--- src/logic/cho_manual_regs.vh ---
`ifndef CHO_MANUAL_REGS_VH
`define CHO_MANUAL_REGS_VH
// apb register byte offsets
`define ADDR_SWITCHES 12'h000
`define ADDR_REMOTE 12'h004
`define ADDR_STATUS 12'h008
`define ADDR_CONFIG 12'h00C
`define ADDR_LEDS 12'h010
`define ADDR_EVENTS 12'h014
// switch bit positions (dip n at bit n-1)
`define SW_PRIORITY 1
`define SW_LOCK_LO 3
`define SW_LOCK_HI 4
`define SW_AUDIO_GEN 5
`define SW_EMBED 6
`define SW_GPIO_STYLE 7
// multi-bit fields: the lowest numbered switch is the msb
`define SW_DELAY_LO 8
`define SW_DELAY_MID 9
`define SW_DELAY_HI 10
`define SW_OUT1 11
`define SW_OUT2 12
`define SW_VIDGEN 13
`define SW_RESET 14
`define SW_OVERRIDE 15
// lock and hold codes
`define HOLD_MIN 2'h0
`define HOLD_1S 2'h1
`define HOLD_4S 2'h2
// led colour codes
`define LED_OFF 2'h0
`define LED_RED 2'h1
`define LED_ORANGE 2'h2
`define LED_GREEN 2'h3
// timing
`define CLK_HZ 200000000
`define SYNC_SETTLE 2'h2
`define HOLD_1S_MS 1000
`define HOLD_4S_MS 4000
`define FLICKER_MS 100
`define SLOW_FLASH_MS 500
`define RUN_STEP_MS 250
`endif

--- src/logic/cho_manual_ctrl.v ---
// Function
// - lock/hold code min, 1s, 4s, reserved
// - audio generator sine or black sound
// - embedding switch passes or embeds audio
// - gpio style: change-over or frame-sync
// - three-bit frame delay zero to seven
// - output switches pick through or processed
// - video generator bars or black field
// - factory reset armed then executed later
// - override switch sampled at power-up only
// - missing audio group routes to fallback
// - card led red orange green
// - video input led by lock state
// - sync input led by lock state
// - audio led by group count
// - unpacking shows orange running light
// - locate flashes all leds orange
// - phase limit and zero flicker leds in manual mode
// - status pin conducts when error-free
// - loss pin on selected input loss
// - pin 3 input one or sync loss
// - pins 4 and 7 input two or delay pulse
`timescale 1ns/1ps
`include "cho_manual_regs.vh"
module cho_manual_ctrl #(
   parameter HOLD_1S_CYC = `CLK_HZ / 1000 * `HOLD_1S_MS,
   parameter HOLD_4S_CYC = `CLK_HZ / 1000 * `HOLD_4S_MS,
   parameter FLICKER_CYC = `CLK_HZ / 1000 * `FLICKER_MS,
   parameter FLASH_CYC = `CLK_HZ / 1000 * `SLOW_FLASH_MS,
   parameter STEP_CYC = `CLK_HZ / 1000 * `RUN_STEP_MS,
   parameter FRAME_CYC = 32'd8000000
)(
   input wire CLOCK, // system clock
   input wire RST, // async reset, high
   input wire [15:0] DIP_SWITCHES, // raw switches, on = 1
   input wire [3:0] CARD_FAULTS, // fuse, load fail, unprogrammed, fw update
   input wire UNPACKING, // firmware unpacking stage
   input wire [1:0] INPUT_PRESENT, // video present per input
   input wire [1:0] INPUT_LOCKED, // oscillator locked per input
   input wire SYNC_PRESENT, // reference present
   input wire SYNC_LOCKED, // reference locked
   input wire [3:0] AUDIO_GROUPS, // embedded groups present
   input wire MODULE_ERROR, // general module error
   input wire PHASE_LIMIT_LOW, // phase reached lower limit pulse
   input wire PHASE_LIMIT_HIGH, // phase reached upper limit pulse
   input wire PHASE_ZEROED, // both buttons pressed pulse
   input wire FRAME_START, // frame start pulse
   input wire GPI_RESET_N, // pin 5, active low
   input wire GPI_SET_N, // pin 6, active low
   input wire [31:0] PADDR, // apb address
   input wire PSEL, // apb select
   input wire PENABLE, // apb enable
   input wire PWRITE, // apb direction
   input wire [31:0] PWDATA, // apb write data
   output reg [31:0] PRDATA, // apb read data
   output reg PREADY, // apb ready
   output reg PSLVERR, // apb error
   output reg MAIN_IS_SECOND, // main input is input two
   output reg [1:0] HOLD_CODE, // effective lock/hold code
   output reg HOLD_VALID, // code not reserved and latched
   output reg AUDIO_BLACK_SOUND, // generator is black sound
   output reg EMBED_ENABLE, // embed configured audio
   output reg FRAME_SYNC_STYLE, // gpio style frame-sync
   output reg [2:0] FRAME_DELAY, // frames of delay
   output reg [1:0] OUT_PROCESSED, // per output processed path
   output reg GEN_BLACK_FIELD, // fallback black field
   output reg MANUAL_MODE, // override caught at power-up
   output reg FACTORY_RESET_ARMED, // reset armed, start-up halted
   output reg FACTORY_RESET_GO, // execute factory reset
   output reg [3:0] AUDIO_FALLBACK, // per group use fallback
   output reg SELECT_SECOND, // current input is input two
   output reg [7:0] LEDS, // four leds, two bits each
   output reg GPI_OUT1_OE, // pin 1 pull-down
   output reg GPI_OUT2_OE, // pin 2 pull-down
   output reg GPI_OUT3_OE, // pin 3 pull-down
   output reg GPI_OUT4_OE, // pin 4 pull-down
   output reg GPI_OUT7_OE // pin 7 pull-down
);
   reg [15:0] sw_meta, sw;
   reg [1:0] gpi_meta, gpi;
   reg [1:0] pres_meta, pres, lock_meta, lock;
   reg boot_done, prev_armed, remote_style;
   reg latch_enable, locate;
   reg [31:0] flick_cnt, flash_cnt, step_cnt, pulse_cnt;
   reg [1:0] flick_kind, run_pos, settle;
   reg flash_phase, clear_armed_nv;
   reg [7:0] next_leds;
   wire input_loss;
   wire [2:0] ngroups;
   wire apb_go = PSEL & PENABLE & ~PREADY;
   wire [11:0] addr = PADDR[11:0];
   // two-flop sync of switches, pins and input status
   // sync control inputs
   always @(posedge CLOCK or posedge RST)
   begin
      if (RST)
      begin
         sw_meta <= 16'h0000;
         sw <= 16'h0000;
         gpi_meta <= 2'h3;
         gpi <= 2'h3;
         pres_meta <= 2'h0;
         pres <= 2'h0;
         lock_meta <= 2'h0;
         lock <= 2'h0;
      end
      else
      begin
         sw_meta <= DIP_SWITCHES;
         sw <= sw_meta;
         gpi_meta <= {GPI_SET_N, GPI_RESET_N};
         gpi <= gpi_meta;
         pres_meta <= INPUT_PRESENT;
         pres <= pres_meta;
         lock_meta <= INPUT_LOCKED;
         lock <= lock_meta;
      end
   end
   // power-up sampling of override and reset switches, once the switch sync has filled
   always @(posedge CLOCK or posedge RST)
   begin
      if (RST)
      begin
         boot_done <= 1'b0;
         settle <= 2'h0;
         MANUAL_MODE <= 1'b0;
         FACTORY_RESET_ARMED <= 1'b0;
         FACTORY_RESET_GO <= 1'b0;
      end
      else if (!boot_done && settle == `SYNC_SETTLE)
      begin
         boot_done <= 1'b1;
         MANUAL_MODE <= sw[`SW_OVERRIDE];
         FACTORY_RESET_ARMED <= sw[`SW_RESET] & sw[`SW_OVERRIDE];
         FACTORY_RESET_GO <= prev_armed & ~sw[`SW_RESET];
      end
      else if (!boot_done)
         settle <= settle + 2'h1;
      else
      begin
         FACTORY_RESET_GO <= 1'b0;
      end
   end
   // armed flag survives reset, standing for non-volatile storage
   always @(posedge CLOCK)
   begin
      if (boot_done && FACTORY_RESET_ARMED)
         prev_armed <= 1'b1;
      else if (boot_done && clear_armed_nv)
         prev_armed <= 1'b0;
      else if (prev_armed !== 1'b1)
         prev_armed <= 1'b0;
   end
   // decode of manual switches, remote settings otherwise
   always @(posedge CLOCK or posedge RST)
   begin
      if (RST)
      begin
         MAIN_IS_SECOND <= 1'b0;
         HOLD_CODE <= `HOLD_MIN;
         HOLD_VALID <= 1'b0;
         AUDIO_BLACK_SOUND <= 1'b0;
         EMBED_ENABLE <= 1'b0;
         FRAME_SYNC_STYLE <= 1'b0;
         FRAME_DELAY <= 3'h0;
         OUT_PROCESSED <= 2'h0;
         GEN_BLACK_FIELD <= 1'b0;
         clear_armed_nv <= 1'b0;
      end
      else if (MANUAL_MODE)
      begin
         MAIN_IS_SECOND <= sw[`SW_PRIORITY];
         HOLD_CODE <= {sw[`SW_LOCK_LO], sw[`SW_LOCK_HI]};
         HOLD_VALID <= latch_enable & (sw[`SW_LOCK_HI:`SW_LOCK_LO] != 2'h3);
         AUDIO_BLACK_SOUND <= sw[`SW_AUDIO_GEN];
         EMBED_ENABLE <= sw[`SW_EMBED];
         FRAME_SYNC_STYLE <= sw[`SW_GPIO_STYLE];
         FRAME_DELAY <= {sw[`SW_DELAY_LO], sw[`SW_DELAY_MID], sw[`SW_DELAY_HI]};
         OUT_PROCESSED <= sw[`SW_OUT2:`SW_OUT1];
         GEN_BLACK_FIELD <= sw[`SW_VIDGEN];
         clear_armed_nv <= FACTORY_RESET_GO;
      end
      else
      begin
         FRAME_SYNC_STYLE <= remote_style;
         HOLD_VALID <= latch_enable & (HOLD_CODE != 2'h3);
         clear_armed_nv <= FACTORY_RESET_GO;
      end
   end
   // input selection forced by the control pins
   always @(posedge CLOCK or posedge RST)
   begin
      if (RST)
         SELECT_SECOND <= 1'b0;
      // pin 5 low back to main
      else if (!gpi[0])
         SELECT_SECOND <= MAIN_IS_SECOND;
      else if (!gpi[1])
         SELECT_SECOND <= ~MAIN_IS_SECOND;
      else if (!boot_done)
         SELECT_SECOND <= sw[`SW_OVERRIDE] & sw[`SW_PRIORITY]; // start on the main input
   end
   always @(posedge CLOCK or posedge RST)
   begin
      if (RST)
         AUDIO_FALLBACK <= 4'h0;
      else
         AUDIO_FALLBACK <= ~AUDIO_GROUPS;
   end
   assign input_loss = SELECT_SECOND ? ~(pres[1] & lock[1]) : ~(pres[0] & lock[0]);
   // frame delay pulse, length in frames
   always @(posedge CLOCK or posedge RST)
   begin
      if (RST)
         pulse_cnt <= 32'h0;
      else if (FRAME_START)
         pulse_cnt <= FRAME_CYC * {29'h0, FRAME_DELAY};
      else if (pulse_cnt != 32'h0)
         pulse_cnt <= pulse_cnt - 32'h1;
   end
   // open-collector outputs as pull-down enables
   // pull-down enable model
   always @(posedge CLOCK or posedge RST)
   begin
      if (RST)
      begin
         GPI_OUT1_OE <= 1'b0;
         GPI_OUT2_OE <= 1'b0;
         GPI_OUT3_OE <= 1'b0;
         GPI_OUT4_OE <= 1'b0;
         GPI_OUT7_OE <= 1'b0;
      end
      else
      begin
         GPI_OUT1_OE <= ~MODULE_ERROR;
         GPI_OUT2_OE <= input_loss;
         GPI_OUT3_OE <= FRAME_SYNC_STYLE ? ~(SYNC_PRESENT & SYNC_LOCKED) : ~SELECT_SECOND;
         // input two or delay pulse, pin 7 same
         GPI_OUT4_OE <= FRAME_SYNC_STYLE ? (pulse_cnt != 32'h0) : SELECT_SECOND;
         GPI_OUT7_OE <= FRAME_SYNC_STYLE ? (pulse_cnt != 32'h0) : SELECT_SECOND;
      end
   end
   // led timers: flicker, slow flash, running light
   always @(posedge CLOCK or posedge RST)
   begin
      if (RST)
      begin
         flick_cnt <= 32'h0;
         flick_kind <= 2'h0;
         flash_cnt <= 32'h0;
         flash_phase <= 1'b0;
         step_cnt <= 32'h0;
         run_pos <= 2'h0;
      end
      else
      begin
         // start flicker on limit or zero
         if (MANUAL_MODE && (PHASE_LIMIT_LOW | PHASE_LIMIT_HIGH | PHASE_ZEROED))
         begin
            flick_cnt <= FLICKER_CYC;
            flick_kind <= PHASE_ZEROED ? 2'h3 : (PHASE_LIMIT_HIGH ? 2'h2 : 2'h1);
         end
         else if (flick_cnt != 32'h0)
            flick_cnt <= flick_cnt - 32'h1;
         if (flash_cnt >= FLASH_CYC - 1)
         begin
            flash_cnt <= 32'h0;
            flash_phase <= ~flash_phase;
         end
         else
            flash_cnt <= flash_cnt + 32'h1;
         if (step_cnt >= STEP_CYC - 1)
         begin
            step_cnt <= 32'h0;
            run_pos <= run_pos + 2'h1;
         end
         else
            step_cnt <= step_cnt + 32'h1;
      end
   end
   assign ngroups = {2'h0, AUDIO_GROUPS[0]} + {2'h0, AUDIO_GROUPS[1]}
      + {2'h0, AUDIO_GROUPS[2]} + {2'h0, AUDIO_GROUPS[3]};
   // led colours, special patterns last so they override
   always @*
   begin
      if (CARD_FAULTS[0] | CARD_FAULTS[1])
         next_leds[1:0] = `LED_RED;
      else if (CARD_FAULTS[2] | CARD_FAULTS[3] | FACTORY_RESET_ARMED)
         next_leds[1:0] = `LED_ORANGE;
      else
         next_leds[1:0] = `LED_GREEN;
      if (SELECT_SECOND ? ~pres[1] : ~pres[0])
         next_leds[3:2] = `LED_RED;
      else if (input_loss)
         next_leds[3:2] = `LED_ORANGE;
      else
         next_leds[3:2] = `LED_GREEN;
      if (!SYNC_PRESENT)
         next_leds[5:4] = `LED_RED;
      else if (!SYNC_LOCKED)
         next_leds[5:4] = `LED_ORANGE;
      else
         next_leds[5:4] = `LED_GREEN;
      if (ngroups == 3'h0)
         next_leds[7:6] = `LED_RED;
      else if (ngroups == 3'h4)
         next_leds[7:6] = `LED_GREEN;
      else
         next_leds[7:6] = `LED_ORANGE;
      if (flick_cnt != 32'h0) // brief blank while the flicker runs
      begin
         if (flick_kind == 2'h1)
            next_leds[1:0] = `LED_OFF;
         else if (flick_kind == 2'h2)
            next_leds[7:6] = `LED_OFF;
         else
            next_leds[5:2] = {`LED_OFF, `LED_OFF};
      end
      if (locate)
         next_leds = flash_phase ? {4{`LED_ORANGE}} : {4{`LED_OFF}};
      if (UNPACKING)
      begin
         next_leds = {4{`LED_ORANGE}};
         next_leds[run_pos*2 +: 2] = `LED_OFF;
      end
   end
   // led register
   always @(posedge CLOCK or posedge RST)
   begin
      if (RST)
         LEDS <= 8'h00;
      else
         LEDS <= next_leds;
   end
   // apb slave, one wait state, unmapped reads zero with error
   always @(posedge CLOCK or posedge RST)
   begin
      if (RST)
      begin
         PRDATA <= 32'h0;
         PREADY <= 1'b0;
         PSLVERR <= 1'b0;
         remote_style <= 1'b0;
         latch_enable <= 1'b1;
         locate <= 1'b0;
      end
      else
      begin
         PREADY <= apb_go;
         PSLVERR <= 1'b0;
         if (apb_go)
         begin
            PRDATA <= 32'h0;
            case (addr)
               `ADDR_SWITCHES: PRDATA <= {16'h0, sw};
               `ADDR_REMOTE:
               begin
                  if (PWRITE)
                  begin
                     remote_style <= PWDATA[0];
                     locate <= PWDATA[1];
                     latch_enable <= PWDATA[2];
                  end
                  PRDATA <= {29'h0, latch_enable, locate, remote_style};
               end
               `ADDR_STATUS: PRDATA <= {18'h0, AUDIO_FALLBACK, pres, lock,
                  2'h0, FACTORY_RESET_ARMED, MANUAL_MODE, input_loss, SELECT_SECOND};
               `ADDR_CONFIG: PRDATA <= {16'h0, GEN_BLACK_FIELD, OUT_PROCESSED,
                  FRAME_DELAY, FRAME_SYNC_STYLE, EMBED_ENABLE, AUDIO_BLACK_SOUND,
                  HOLD_VALID, HOLD_CODE, MAIN_IS_SECOND, 3'h0};
               `ADDR_LEDS: PRDATA <= {24'h0, LEDS};
               default: PSLVERR <= 1'b1;
            endcase
         end
      end
   end
endmodule // cho_manual_ctrl

--- config.mk ---
export PLATFORM = sky130hd
export DESIGN_NAME = cho_manual_ctrl
export DESIGN_NICKNAME = d
export VERILOG_FILES = /design/src/logic/cho_manual_ctrl.v
export VERILOG_INCLUDE_DIRS = /design/src /design/src/logic
export SDC_FILE = /design/constraint.sdc
export NUM_CORES = 1
export LEC_CHECK = 0
export BUFFER_PORTS_ARGS = -buffer_cell sky130_fd_sc_hd__buf_2
export CORE_ASPECT_RATIO = 1.25
export CORE_UTILIZATION = 50
export CTS_CLUSTER_SIZE = 30
export DETAILED_ROUTE_END_ITERATION = 16
export PLACE_DENSITY = 0.84
export REMOVE_ABC_BUFFERS = 1
export SYNTH_ARGS = -nofsm -noshare
export SYNTH_HDL_FRONTEND = slang
export SYNTH_SLANG_ARGS = --single-unit
--- constraint.sdc ---
create_clock -name CLOCK -period 16 [get_ports CLOCK]
set_clock_uncertainty 0.1 [all_clocks]
set_input_delay 1.6 -clock CLOCK [delete_from_list [all_inputs] [get_ports CLOCK]]
set_output_delay 1.6 -clock CLOCK [all_outputs]
set_load 0.01 [all_outputs]
# Word level (Yosys, flattened, before mapping)
# Cells that the tools add are included.
[word_totals]
register_bits = 252
inputBits = 107
output_inout_bits = 68
wordCells = 159
[op_classes]
n_addsub = 10
multipliers = 1
order_cmp = 2
eq_ne = 12
shift = 2
mux = 40
n_bitwise = 32
reduce_logical = 16
[ops]
columns = ["cell", "n"]
rows = [
  ["two-way mux 32 bit", 6],
  ["case mux 16 bit (5 select lines)", 1],
  ["adder 32 x 1 -> 32 bit (second input constant)", 2],
  ["nonzero test 32 bit", 2],
  ["subtractor 32 x 1 -> 32 bit (second input constant)", 2],
  ["negator 3 -> 34 bit", 1],
  ["variable shift 2 x 34 -> 8 bit (first input constant)", 1],
  ["indexed part select 2 x 34 -> 8 bit (first input constant)", 1],
  [">= comparator 32 x 26 -> 1 bit (second input constant)", 1],
  [">= comparator 32 x 27 -> 1 bit (second input constant)", 1],
  ["two-way mux 8 bit", 4],
  ["equality test 12 x 4 -> 1 bit (second input constant)", 2],
  ["two-way mux 1 bit", 19],
  ["multiplier 14 x 3 -> 17 bit (first input constant)", 1],
  ["two-way mux 2 bit", 8],
  ["NOT 1 bit", 13],
  ["equality test 12 x 3 -> 1 bit (second input constant)", 1],
  ["equality test 12 x 5 -> 1 bit (second input constant)", 1],
  ["logical NOT 12 bit", 1],
  ["AND 1 bit", 10],
  ["NOT 4 bit", 2],
  ["nonzero test 2 bit", 4],
  ["two-way mux 6 bit", 1],
  ["bitwise OR 1 bit", 5],
  ["other kinds (19)", 25],
]

# Longest topological paths before layout
[logic_depth]
word_depth = 11
ltp_mapped = 9
ltp_nobuf = 9

# Worst setup path after synthesis
# Ideal clock, no wire load.
[synth_path]
path_kind = "input to register"
startpoint = "in AUDIO_GROUPS[0]"
endpoint = "reg LEDS[7]"
setup_time_ns = 0.141
t_arrival_ns = 3.006
t_required_ns = 15.759
setup_slack_ns = 12.753
cell_stages = 9
n_path_buf = 0
cell_sequence = "inv_1 -> fa_1 -> inv_1 -> ha_1 -> ha_1 -> nor3_1 -> nor2_1 -> o21ai_0 -> a22oi_1"
[synth_via]
elab_chain_cells = 10
[synth_lines]
columns = ["item", "line", "rtl"]
rows = [
  ["from (decl)", "cho_manual_ctrl.v:42", "input wire [3:0] AUDIO_GROUPS,"],
  ["adder 1 x 1 -> 2 bit (*)", "cho_manual_ctrl.v:281", "assign ngroups = {2'h0, AUDIO_GROUPS[0]} + {2'h0, AUDIO_GROUPS[1]}"],
  ["adder 2 x 1 -> 3 bit (*)", "cho_manual_ctrl.v:282", "+ {2'h0, AUDIO_GROUPS[2]} + {2'h0, AUDIO_GROUPS[3]};"],
  ["adder 3 x 1 -> 3 bit (*)", "cho_manual_ctrl.v:282", ""],
  ["logical NOT 3 bit (*)", "cho_manual_ctrl.v:304", "if (ngroups == 3'h0)"],
  ["two-way mux 2 bit (*)", "cho_manual_ctrl.v:304", ""],
  ["two-way mux 2 bit", "cho_manual_ctrl.v:314", "else if (flick_kind == 2'h2)"],
  ["two-way mux 6 bit", "cho_manual_ctrl.v:312", "if (flick_kind == 2'h1)"],
  ["two-way mux 8 bit (*)", "cho_manual_ctrl.v:310", "if (flick_cnt != 32'h0)"],
  ["two-way mux 8 bit (*)", "cho_manual_ctrl.v:319", "if (locate)"],
  ["two-way mux 8 bit (*)", "cho_manual_ctrl.v:321", "if (UNPACKING)"],
  ["net next_leds[7]", "cho_manual_ctrl.v:87", "reg [7:0] next_leds;"],
  ["to (signal assigned)", "cho_manual_ctrl.v:333", "LEDS <= next_leds;"],
  ["to (decl)", "cho_manual_ctrl.v:72", "output reg [7:0] LEDS,"],
]
# The timed path passes the listed nets; every way through them passes the cells marked *.
# A chain may end at the register's enable or synchronous reset.

# Final worst setup path
[layout_path]
startpoint = "in PADDR[9]"
endpoint = "reg PRDATA[4]"
[layout_via]
elab_chain_cells = 2
word_cells_on_any_way = 6
cone_classes = "eq/ne: 4; mux: 1; reduce/logical: 1"
[layout_lines]
columns = ["item", "line", "rtl"]
rows = [
  ["from (decl)", "cho_manual_ctrl.v:50", "input wire [31:0] PADDR,"],
  ["equality test 12 x 5 -> 1 bit, or another cell as far along", "cho_manual_ctrl.v:354", "case (addr)"],
  ["case mux 16 bit (5 select lines) (*)", "cho_manual_ctrl.v:354", ""],
  ["to (signal assigned)", "cho_manual_ctrl.v:355", "`ADDR_SWITCHES: PRDATA <= {16'h0, sw};"],
  ["to (signal assigned)", "cho_manual_ctrl.v:364", "PRDATA <= {29'h0, latch_enable, locate, remote_style};"],
  ["to (signal assigned)", "cho_manual_ctrl.v:366", "`ADDR_STATUS: PRDATA <= {18'h0, AUDIO_FALLBACK, pres, lock,"],
  ["to (decl)", "cho_manual_ctrl.v:55", "output reg [31:0] PRDATA,"],
]
# Mark *: on every way between the ends. The rest lies on a longest branch, timed or not.

==> results.cfg <==
[yosys]
ys_async_sr_fraction = 0.9958
synth_edf_count = 0
syn_area_um2 = 10880
synth_top_area_cell = dfrtp_1
synth.yosys.warnings = 0
netlist_top_cells_count = 230 x dfrtp_1, 96 x nor2_1, 63 x nand2_1
synth_ff_type = dfrtp_1
netlist_instances = 1022
synth.ff_latch_count = 236
synth_area_per_cell_um2 = 10.65
synth.top_cells.by_area = dfrtp_1 53%, xnor2_1 3.5%, nor2_1 3.3%
post-synth-top-count-cell = dfrtp_1
synth_largest_type_area_fraction = 0.5289
ys_types = 67
yosysSeqAreaShare = 0.5428

[die]
floorplan.initialDensity = 0.5068
die_height_um = 166.9
core.rowCount = 60
top_level_ports = 175
overall_die_area_um2 = 22360
die_w_um = 134.0
core-area_um2 = 21470

[power]
pwr_cell_area_nw_per_um2 = 117.7
vdd_drop_max_v = 0.0001007
cellLeakagePower_uw = 0.005429

[cells_and_area]
area_growth_from_synthesis_to_final_layout_pct = 15.18
fin_nets = 1260
final_cell_count_no_fill = 1427
fillers = 1747
post_route_cells_drive_above_1_share = 0.1796
final_area_um2 = 12530

[cts]
cts.repair_timing.setup_buffer_count = 0
clockRootBuffer = clkbuf_16
cts.reportedPaths.clkPinSlew_ns = 0.06
cts_inserted_buffers = 24
ctsHoldBuffers = 0
ctsHtreeMaxLevel = 1
clock_insertion_delay_worst_skew_ns = 0.52
ctsResizeCount = 0
tritoncts_num_sinks = 236
clock_tree_from_tritoncts = yes
cts.path.max_buffers = 3

[timing]
report.final.setup_viol = 0
hold_viol_final = 0
final.setup.tns_ns = 0
worst_tran_pin_value_ns = 1.208
final_max_slew_viol_count = 0
finalCriticalPeriod_ns = 3.232
slew_headroom = 0.1947
layout_worst_path_cycle_share = 0.2020
setup_repair_after_global_routing_missed_its_margin = no
fmax_ghz = 0.3094

[critical_path]
timing.reg2reg.setup_slack_ns = 12.77
rr_endpoint = flick_cnt[19]
setup.worst_path.end = PRDATA[4]
worstSetupStartpoint = PADDR[9]
timing.critical_path.to_type = register
worst-endpoint-arrival_ns = 3.57
timing.rr.start = flick_cnt[22]
worstSetupPathType = in -> reg
required_time_of_the_worst_setup_path_ns = 16.33
crit_path_max_fanout = 7
reg2reg_depth = 5
startpoint_type = input port

[route]
postRouteWirelength_um = 24230
detail_route.first_pass.iterations = 5
number_of_drc_violations_after_detailed_routing = 0
avgRoutedWirePerCell_um = 16.98
number_of_drc_markers_in_iteration_0 = 627
route.antenna.remaining_nets = 0
vias = 8183
via_density_per_instance = 5.734

[status]
status = completed

[global_routing]
grt_max_degree = 90
groute.usage.overall = 0.2186
global_route.overflow_total = 0
first_global_vias = 8209
antenna_found_initial = 3
grt_first_pass_wirelength_um = 39780

[placed_design]
dpl.cell_count = 1382
finalWeightedCongestion = 0.8467
dp.final_hpwl_um = 16220
place_area_um2 = 11640
port-buffer-count = 109

[worst_hold_path]
hold_path.class = reg -> reg

[flow_run]
max_capacitance_violation_count = 0
[layout by cell type, fill, tap and decap left out, drive strengths merged, types with 6 or more instances in the layout]
master  synthesis  layout
or4            23      23
conb            1      27
dfrtp         230     230
and4           10      10
nor3           31      31
a22oi          18      18
ha             20      20
a21oi          33      33
nor2b          11      11
or3            26      26
o31a            6       6
and3            6       6
a22o            6       6
xor2           27      27
nand2          63      63
or2             8       8
clkbuf         34      28
nand4          13      13
nor4           35      35
inv            40      42
nor2           96      96
xnor2          43      43
mux2i          12      12
o21ai          35      35
buf            27     116
nand3          32      32
nand2b         13      13
o31ai          20      20
mux2           25      25
clkinv          0       6
[registers in the layout, indices dropped and copies added, names as in the netlist, 3 cells and up]
register	count
sw	16
PRDATA	16
flash_cnt	32
pulse_cnt	32
LEDS	8
step_cnt	32
AUDIO_FALLBACK	4
sw_meta	16
FRAME_DELAY	3
flick_cnt	32
[worst min-delay path by stage]
| stage | from | endpoint | cells past startpoint |
|---|---|---|---|
| 2_1_floorplan | lock_meta[0] | lock[0] | 0 |
| 3_3_place_gp | sw_meta[14] | sw[14] | 0 |
| 3_5_place_dp | sw_meta[11] | sw[11] | 0 |
| 4_1_cts | sw_meta[10] | sw[10] | 0 |
| 5_1_grt | sw_meta[10] | sw[10] | 0 |
| 6_report | sw_meta[10] | sw[10] | 0 |
[area by class of cell]
class / instances / area, µm² / area share
Multi-Input combinational cell: 711 / 4632 / 0.3696
Sequential cell: 236 / 5907 / 0.4713
Timing Repair Buffer: 116 / 598.1 / 0.04772
Clock inverter: 16 / 231.5 / 0.01847
Inverter: 40 / 157.7 / 0.01258
Clock buffer: 28 / 655.6 / 0.05231
Tap cell: 279 / 349.1 / 0.02785
Antenna cell: 1 / 2.502 / 0.0001997
[worst max-delay path, stage by stage]
cell and delay (ns):
buf_2 0.10, nor4_1 0.33, nand3_1 0.21, nor3_1 0.86, a222oi_1 0.22, o21ai_0 0.25
[metrics by stage]
| stage | total power, µW | hold WS [ns] | utilization | setup WS, ns |
|---|---|---|---|---|
| global route | 1537 | 0.2511 | 0.5837 | 12.52 |
| global placement | 854.2 | 0.2315 | 0.5423 | 12.33 |
| CTS | 1488 | 0.2508 | 0.5836 | 12.76 |
| finish | 1476 | 0.2500 | 0.5837 | 12.77 |
| floorplan | 799.6 | 0.2312 | - | 7.862 |
| detailed placement | 864.1 | 0.2358 | 0.5423 | 12.24 |
[cell families (layout without fill, tap and decap cells)]
kind of cell / after synthesis / after routing / synth area share
simple gates: 387 / 387 / 0.1882
flops: 236 / 236 / 0.5428
xor+xnor: 70 / 70 / 0.05634
fa+ha+maj: 24 / 24 / 0.03036
mux: 37 / 37 / 0.03691
buf+inv: 101 / 200 / 0.04139
compound gates: 166 / 166 / 0.1036
other cells: 1 / 28 / 0.0003446
[where the power goes]
part / internal (µW) / total (µW) / switching, µW
combinational: 76.0 / 178 / 102
sequential: 638 / 680 / 41.7
clock: 377 / 618 / 242
total: 1090 / 1480 / 385
[per-layer routing]
metal | GRT usage | part of all wire | vias up
li1 | - | - | 3824
met1 | 0.2708 | 0.40 | 4067
met2 | 0.3724 | 0.51 | 228
met3 | 0.03409 | 0.047 | 62
met4 | 0.1023 | 0.037 | 2
met5 | 0 | 0.00054 | -
Power figures use the tool's default switching activity.
